### src/hdl/node_filter_pkg.sv
// Constants and carrier types for the per-node request filter.
// Assumes one 100 MHz clock domain shared by all users.
package node_filter_pkg;

	// Byte addresses of the set and clear windows
	localparam logic [11:0] ADR_ASYNC_HIGH_SET = 12'h100;
	localparam logic [11:0] ADR_ASYNC_HIGH_CLR = 12'h104;
	localparam logic [11:0] ADR_ASYNC_LOW_SET  = 12'h108;
	localparam logic [11:0] ADR_ASYNC_LOW_CLR  = 12'h10C;
	localparam logic [11:0] ADR_PHYS_HIGH_SET  = 12'h110;
	localparam logic [11:0] ADR_PHYS_HIGH_CLR  = 12'h114;
	// Distance between consecutive filter windows
	localparam logic [11:0] ADR_FILTER_STRIDE  = 12'h008;
	localparam logic [11:0] ADR_CLR_OFFSET     = 12'h004;

	// Bitmap layout and reset value
	localparam logic [31:0] FILTER_RESET       = 32'h0000_0000;
	localparam int          REMOTE_BIT         = 31;
	// Bits cleared by a bus reset in the physical map
	localparam logic [31:0] PHYS_BUSRST_CLEAR  = 32'h7FFF_FFFF;
	// Node 63 is broadcast and owns no filter bit
	localparam logic [5:0]  NODE_BROADCAST     = 6'h3F;

	// Filter index within the storage array
	localparam int          NUM_FILTERS        = 3;
	localparam int          FILT_ASYNC_HIGH    = 0;
	localparam int          FILT_ASYNC_LOW     = 1;
	localparam int          FILT_PHYS_HIGH     = 2;

	// Incoming request header, as seen by the filter
	typedef struct packed {
		logic       valid;     // One-cycle request strobe
		logic [5:0] src_node;  // Source node number
		logic       local_bus; // Source is on our own bus
		logic       to_phys;   // Packet aims at physical context
	} filter_req_t;

	// Filtering verdict, one cycle after the request
	typedef struct packed {
		logic valid;       // Verdict strobe
		logic ack;         // Acknowledge the packet
		logic queue_async; // Queue to async receive-request context
		logic route_phys;  // Hand to physical request context
	} filter_dec_t;

endpackage

### src/hdl/node_request_filter.sv
// Per-source-node request filter with Wishbone register access.
// Assumes request headers and bus reset arrive from logic on clk.
//
// The Wishbone register port was decided locally.
module node_request_filter (
	input  wire logic                        clk,
	input  wire logic                        nrst,
	input  wire logic                        wb_cyc_i,
	input  wire logic                        wb_stb_i,
	input  wire logic                        wb_we_i,
	input  wire logic [11:0]                 wb_adr_i,
	input  wire logic [3:0]                  wb_sel_i,
	input  wire logic [31:0]                 wb_dat_i,
	output logic      [31:0]                 wb_dat_o,
	output logic                             wb_ack_o,
	input  wire node_filter_pkg::filter_req_t req,
	input  wire logic [31:0]                 phys_low_map,
	input  wire logic                        bus_reset_condition,
	output node_filter_pkg::filter_dec_t     dec,
	output logic [31:0]                      async_filter_high,
	output logic [31:0]                      async_filter_low,
	output logic [31:0]                      phys_filter_high
);

	////////////////////////////////////////////////////////////////////
	// Bus slave

	logic [31:0] filt [node_filter_pkg::NUM_FILTERS]; // Filter bitmaps
	logic [31:0] wmask;    // Write data gated by byte selects
	logic        wr_fire;  // Write takes effect this edge
	logic [31:0] next_dat; // Read data for the current address

	// Acknowledge one cycle after the strobe, then drop for one cycle
	always_ff @(posedge clk or negedge nrst) begin
		if (!nrst) begin
			wb_ack_o <= 1'b0;
		end else begin
			wb_ack_o <= wb_cyc_i && wb_stb_i && !wb_ack_o;
		end
	end

	// Writes land on the edge where the master sees ack
	assign wr_fire = wb_cyc_i && wb_stb_i && wb_we_i && wb_ack_o;

	// Byte lanes that are not selected leave bits alone
	for (genvar b = 0; b < 4; b++) begin : g_lane
		assign wmask[8*b +: 8] = wb_dat_i[8*b +: 8] & {8{wb_sel_i[b]}};
	end

	// Read mux: set and clear windows both show the map
	always_comb begin
		unique case (wb_adr_i[11:2])
			node_filter_pkg::ADR_ASYNC_HIGH_SET[11:2],
			node_filter_pkg::ADR_ASYNC_HIGH_CLR[11:2]:
				next_dat = filt[node_filter_pkg::FILT_ASYNC_HIGH];
			node_filter_pkg::ADR_ASYNC_LOW_SET[11:2],
			node_filter_pkg::ADR_ASYNC_LOW_CLR[11:2]:
				next_dat = filt[node_filter_pkg::FILT_ASYNC_LOW];
			node_filter_pkg::ADR_PHYS_HIGH_SET[11:2],
			node_filter_pkg::ADR_PHYS_HIGH_CLR[11:2]:
				next_dat = filt[node_filter_pkg::FILT_PHYS_HIGH];
			// Unmapped words read zero and ignore writes
			default:
				next_dat = 32'h0000_0000;
		endcase
	end

	// Read data is registered together with ack
	always_ff @(posedge clk or negedge nrst) begin
		if (!nrst) begin
			wb_dat_o <= 32'h0000_0000;
		end else if (wb_cyc_i && wb_stb_i && !wb_ack_o) begin
			wb_dat_o <= next_dat;
		end
	end

	////////////////////////////////////////////////////////////////////
	// Filter storage, one window pair per map

	for (genvar i = 0; i < node_filter_pkg::NUM_FILTERS; i++) begin : g_filt
		// Window addresses follow the fixed stride
		localparam logic [11:0] SET_ADR = node_filter_pkg::ADR_ASYNC_HIGH_SET
			+ 12'(i) * node_filter_pkg::ADR_FILTER_STRIDE;
		localparam logic [11:0] CLR_ADR = SET_ADR
			+ node_filter_pkg::ADR_CLR_OFFSET;
		logic        set_hit;  // Write to the set window
		logic        clr_hit;  // Write to the clear window
		logic [31:0] rst_mask; // Bits dropped by a bus reset
		logic [31:0] next_map; // Updated bitmap

		assign set_hit = wr_fire && wb_adr_i[11:2] == SET_ADR[11:2];
		assign clr_hit = wr_fire && wb_adr_i[11:2] == CLR_ADR[11:2];
		// Only the physical map loses node bits on bus reset;
		// its remote bit is kept so off-bus peers stay reachable
		assign rst_mask = (i == node_filter_pkg::FILT_PHYS_HIGH
			&& bus_reset_condition)
			? node_filter_pkg::PHYS_BUSRST_CLEAR : 32'h0000_0000;
		// Set is applied last, so a software set beats a clear
		assign next_map = (filt[i] & ~(clr_hit ? wmask : 32'h0000_0000)
			& ~rst_mask) | (set_hit ? wmask : 32'h0000_0000);

		// All maps start empty, so no node gets
		always_ff @(posedge clk or negedge nrst) begin
			if (!nrst) begin
				filt[i] <= node_filter_pkg::FILTER_RESET;
			end else begin
				filt[i] <= next_map;
			end
		end
	end

	// Maps exposed for neighbouring logic
	assign async_filter_high = filt[node_filter_pkg::FILT_ASYNC_HIGH];
	assign async_filter_low  = filt[node_filter_pkg::FILT_ASYNC_LOW];
	assign phys_filter_high  = filt[node_filter_pkg::FILT_PHYS_HIGH];

	////////////////////////////////////////////////////////////////////
	// Per-request decision

	logic [4:0] node_lo;    // Bit index within a 32-node map
	logic       upper_node; // Node 32..63
	logic       node_bcast; // Broadcast node, never matched
	logic       async_hi;   // Upper async bit of the node
	logic       async_lo;   // Lower async bit of the node
	logic       phys_hi;    // Upper physical bit of the node
	logic       phys_lo;    // Lower physical bit of the node
	logic       async_rem;  // Upper async remote bit
	logic       phys_rem;   // Upper physical remote bit
	logic       async_ok;   // Request passes async filter
	logic       phys_ok;    // Request passes physical filter

	assign node_lo    = req.src_node[4:0];
	assign upper_node = req.src_node[5];
	assign node_bcast = req.src_node == node_filter_pkg::NODE_BROADCAST;
	assign async_hi   = async_filter_high[node_lo];
	assign async_lo   = async_filter_low[node_lo];
	assign phys_hi    = phys_filter_high[node_lo];
	assign phys_lo    = phys_low_map[node_lo];
	assign async_rem  = async_filter_high[node_filter_pkg::REMOTE_BIT];
	assign phys_rem   = phys_filter_high[node_filter_pkg::REMOTE_BIT];

	// Node bits count only for same-bus sources
	always_comb begin
		if (!req.local_bus) begin
			// Off-bus sources go by the remote bits
			async_ok = async_rem;
			phys_ok  = phys_rem;
		end else if (upper_node) begin
			// Node k+32 maps to bit k; bit 31 is not a node
			async_ok = async_hi && !node_bcast;
			phys_ok  = phys_hi && !node_bcast;
		end else begin
			// Lower map, same meaning for nodes 0..31
			async_ok = async_lo;
			phys_ok  = phys_lo;
		end
	end

	// Verdict registered one cycle after the header
	always_ff @(posedge clk or negedge nrst) begin
		if (!nrst) begin
			dec <= '0;
		end else begin
			dec.valid       <= req.valid;
			// Rejected requests get neither ack nor queue
			dec.ack         <= req.valid && async_ok;
			// Async check first, physical check second
			dec.route_phys  <= req.valid && async_ok && req.to_phys
				&& phys_ok;
			// Failing the physical check falls back to async
			dec.queue_async <= req.valid && async_ok
				&& !(req.to_phys && phys_ok);
		end
	end

	logic ph_remote; // Physical remote bit, for history checks
	assign ph_remote = filt[node_filter_pkg::FILT_PHYS_HIGH][31];
endmodule

### config.mk
export PLATFORM = sky130hd
export DESIGN_NAME = node_request_filter
export DESIGN_NICKNAME = d
export VERILOG_FILES = /design/src/hdl/node_filter_pkg.sv /design/src/hdl/node_request_filter.sv
export SDC_FILE = /design/constraint.sdc
export NUM_CORES = 1
export LEC_CHECK = 0
export BUFFER_PORTS_ARGS = -buffer_cell sky130_fd_sc_hd__buf_2
export CORE_ASPECT_RATIO = 1.1
export CORE_UTILIZATION = 33
export CTS_CLUSTER_SIZE = 28
export DETAILED_ROUTE_END_ITERATION = 8
export PLACE_DENSITY = 0.58
export SETUP_SLACK_MARGIN = 0.02
export SLEW_MARGIN = 20
export SYNTH_ARGS = -nofsm -noshare
export SYNTH_HDL_FRONTEND = slang
export SYNTH_SLANG_ARGS = --single-unit
### constraint.sdc
create_clock -name clk -period 2.8 [get_ports clk]
set_input_delay 0 -clock clk [delete_from_list [all_inputs] [get_ports clk]]
set_output_delay 0 -clock clk [all_outputs]
set_load 0.02 [all_outputs]
==> summary.txt <==
Clock tree
  • # clock sinks: about 130
  • CTS tree: yes
  • Worst skew pair latency: roughly 420 ps
  • CTS H-tree lvls: 4
  • Clk pin slew, worst setup/hold paths: 60 ps
  • Inserted Clock Buffers: 17
  • Post-CTS sizing: 0
  • Max clock buf depth: 2
  • Clk root buf: clkbuf_16

Worst setup path
  • Setup Crit Path Kind: reg -> reg
  • Top delay family on crit path: simple AND/OR/NAND/NOR gates
  • CP max FO: 4
  • CP required: slightly above 3000 ps
  • Worst Setup Start Kind: register
  • CP Capture Type: register
  • Crit path buf inv count: 1
  • Slowest CP cell: mux4_1
  • CP Cell Sequence: mux4_1, a22o_1, nor4_1, or3_1, a41o_1, inv_1, and2_1
  • Crit path DAT: about 2400 ps
  • Critical Path Max Stage Delay: ~550 ps

Floorplan
  • Initial core utilization: 0.3372
  • Ports: 228
  • Core Rows: between 50 and 60
  • Die height: about 150 um
  • Die area: about 22,000 um^2
  • Die width: approximately 140 um
  • Core area: 20,640 um^2

Routing
  • # DRC: 0
  • Wire length per cell: 21.15 um
  • Final wirelength: about 25 mm
  • Post-DRT Antenna Nets: 0
  • Initial detailed-routing violation count: slightly below 600
  • Drt via density: 5.660
  • Routed vias: between 6,000 and 7,000
  • First-pass DRT Iterations: 9

Power
  • Psw: between 1 and 1.5 mW
  • Pwr/cell area: between 500 and 600 nW/um^2
  • Seq pwr share: 0.407
  • P_leak: roughly 4.4 nW
  • Internal Power: between 3 and 4 mW
  • Clock power frac: 0.512
  • Combinational share of power: 0.080
  • Max VDD drop: 0.3851 mV
  • Net Sw Frac: 0.2319

GRT
  • Grt ovf: 0
  • Gr usage total: 0.2337
  • Vias in the first global route: ~6,400
  • First-pass GRT wire length: between 30 and 40 mm
  • Largest net degree at the start of global routing: between 60 and 70
  • Antenna violations before repair: 1

Timing
  • Final period utilization: 0.7573
  • Sum Neg Setup Slack: 0 ps
  • Final Hold Vio Count: 0
  • Clk_skew: ~8.3 ps
  • Final Max Tran Viols: 0
  • RSZ-0062 raised after global routing: false
  • Least-Margin Pin Slew: 869.9 ps
  • Minimum clock period: between 2000 and 2500 ps
  • F_max: approximately 470 MHz
  • Count of final setup violators: 0
  • Slew HR: 0.4201

Synthesis
  • Syn_area_per_cell: about 10 um^2
  • Post-Synth Simple-Gate Area: 0.09833
  • Mux share of post-synthesis cell area: 0.1055
  • Cell with the most instances after synthesis: dfrtp_1
  • Mapped Cells: 665
  • Yosys top cell area share: 0.4782
  • Synth Net Count: 760
  • Number of synthesized flops with an enable pin: 0
  • Post-Synth Adder-Cell Area: 0
  • Area share of xor/xnor cells in the synthesized design: 0
  • Largest family of logic cells by synthesized area: compound AO/OA/AOI/OAI gates
  • Number of distinct library cells after synthesis: 50
  • Synth area leaders: dfrtp_1, o31ai_1, o21ai_0
  • Asr flop ratio synth: 1.000
  • Synth Warn #: 0
  • Commonest cells in the netlist: dfrtp_1, o21ai_0, o31ai_1, nand2_1, clkbuf_1
  • Register area share after synthesis: 0.4782
  • Dominant cell type by area after synthesis: dfrtp_1
  • Area fraction in compound gates after synthesis: 0.2736
  • Post-Syn Area: 6960 um^2
  • Ys flop type: dfrtp_1
  • FF+latch count, synth: between 100 and 150

Final layout
  • Post-layout net count: 994
  • Multi-input gate area in the final layout: between 3000 and 4000 um^2
  • Util after Layout: 0.4512
  • Storage cell area: 3328 um^2
  • N_diodes: 0
  • P&R area growth vs syn: 33.81%
  • Layout cells sized above 1: 0.3355
  • # fillers: ~2,000

Flow run
  • Total of max-cap violations: 0

Placement
  • Routability congestion estimate: 0.8066
  • Estimated wirelength of the detail-placed design: 16.60 mm
  • IO buf count: roughly 230

Min path
  • HP Class: in -> reg

Run status
  • Status: finished, final reports clean
power by group through the flow:
stage          logic, mW  registers [mW]  clock network (mW)
2_1_floorplan      0.165            1.97                   0
3_3_place_gp       0.344            1.96                   0
3_5_place_dp       0.346            1.96                   0
4_1_cts            0.384            1.93                2.47
5_1_grt            0.417            1.93                2.55
6_report           0.381            1.93                2.42
state kept, by name, indices dropped and copies added, names as in the netlist:
name               count
async_filter_low      32
dec                    4
wb_ack_o               1
wb_dat_o              32
async_filter_high     32
phys_filter_high      32
cell usage in the layout (no fill, tap or decap), drive strengths merged, types with 4 or more instances in the layout:
| master | n |
|---|---|
| o21ai | 132 |
| nor3 | 5 |
| buf | 243 |
| nor2b | 36 |
| nor2 | 6 |
| bufinv | 4 |
| mux4 | 23 |
| o31ai | 96 |
| a222oi | 32 |
| dfrtp | 133 |
| clkinv | 4 |
| clkbuf | 20 |
| nand2 | 71 |
| dlygate4sd3 | 35 |
| mux2i | 10 |
| a211oi | 4 |
| o22ai | 5 |
| mux2 | 9 |
| inv | 6 |
routing by layer:
layer	vias up	GRT usage	wire (um)
met5	-	0	12
met3	36	0.04706	1559
li1	3078	-	-
met2	282	0.3845	11930
met4	2	0.07919	418
met1	3213	0.3075	10790
area by class of cell:
type | instances | area share
tap | 256 | 0.03439
multi-input combinational | 464 | 0.3596
sequential | 133 | 0.3573
clock inverter | 12 | 0.01881
inverter | 5 | 0.002015
timing repair buffer | 278 | 0.1777
clock buffer | 20 | 0.05011
kinds of logic (layout without fill, tap and decap cells):
kind of cell           Yosys count  after routing
AO/OA/AOI/OAI                  285            285
AND/OR/NAND/NOR                137            137
flip-flops                     133            133
buffers and inverters           68            315
multiplexers                    42             42
path summary, 6_finish.rpt:
kind / startpoint / to / slack (ps) / cells past startpoint
max: async_filter_high[0] / dec[0] / 680 / 7
min: req[1] / dec[2] / 20 / 3
max reg2reg: async_filter_high[0] / dec[0] / 680 / 7
min reg2reg: wb_dat_o[27] / wb_dat_o[27] / 480 / 2
max in group asynchronous: nrst / phys_filter_high[12] / 1980 / 3
min in group asynchronous: nrst / wb_dat_o[31] / 130 / 2
worst register-to-register path: cells and delay by family (launching register included):
kind                   cells  cell delay, ps
and+or+nand+nor            3             600
muxes                      1             550
DFF                        1             440
AOI/OAI and AO/OA          2             380
buffers and inverters      1              50
timing repair:
action | 4_1_cts | 5_1_grt
buffers inserted | 0 | 0
endpoints found under the hold margin | 151 | 0
hold buffers | 35 | 0
metrics by stage:
| step | cell area [um^2] | setup WS, ps | power (mW) | cells | hold WS (ps) |
|---|---|---|---|---|---|
| finish | 9314 | 679.6 | 4.732 | 1168 | 18.62 |
| global route | 9314 | 549.7 | 4.898 | 1168 | 25.00 |
| CTS | 9314 | 631.5 | 4.782 | 1168 | 2.627 |
| detailed placement | 8322 | 524.0 | 2.309 | 1101 | 24.55 |
| global placement | 8322 | 535.6 | 2.307 | 1101 | 25.17 |
| floorplan | 6960 | 865.5 | 2.133 | 665 | -295.6 |
(Power assumes the default switching activity.)
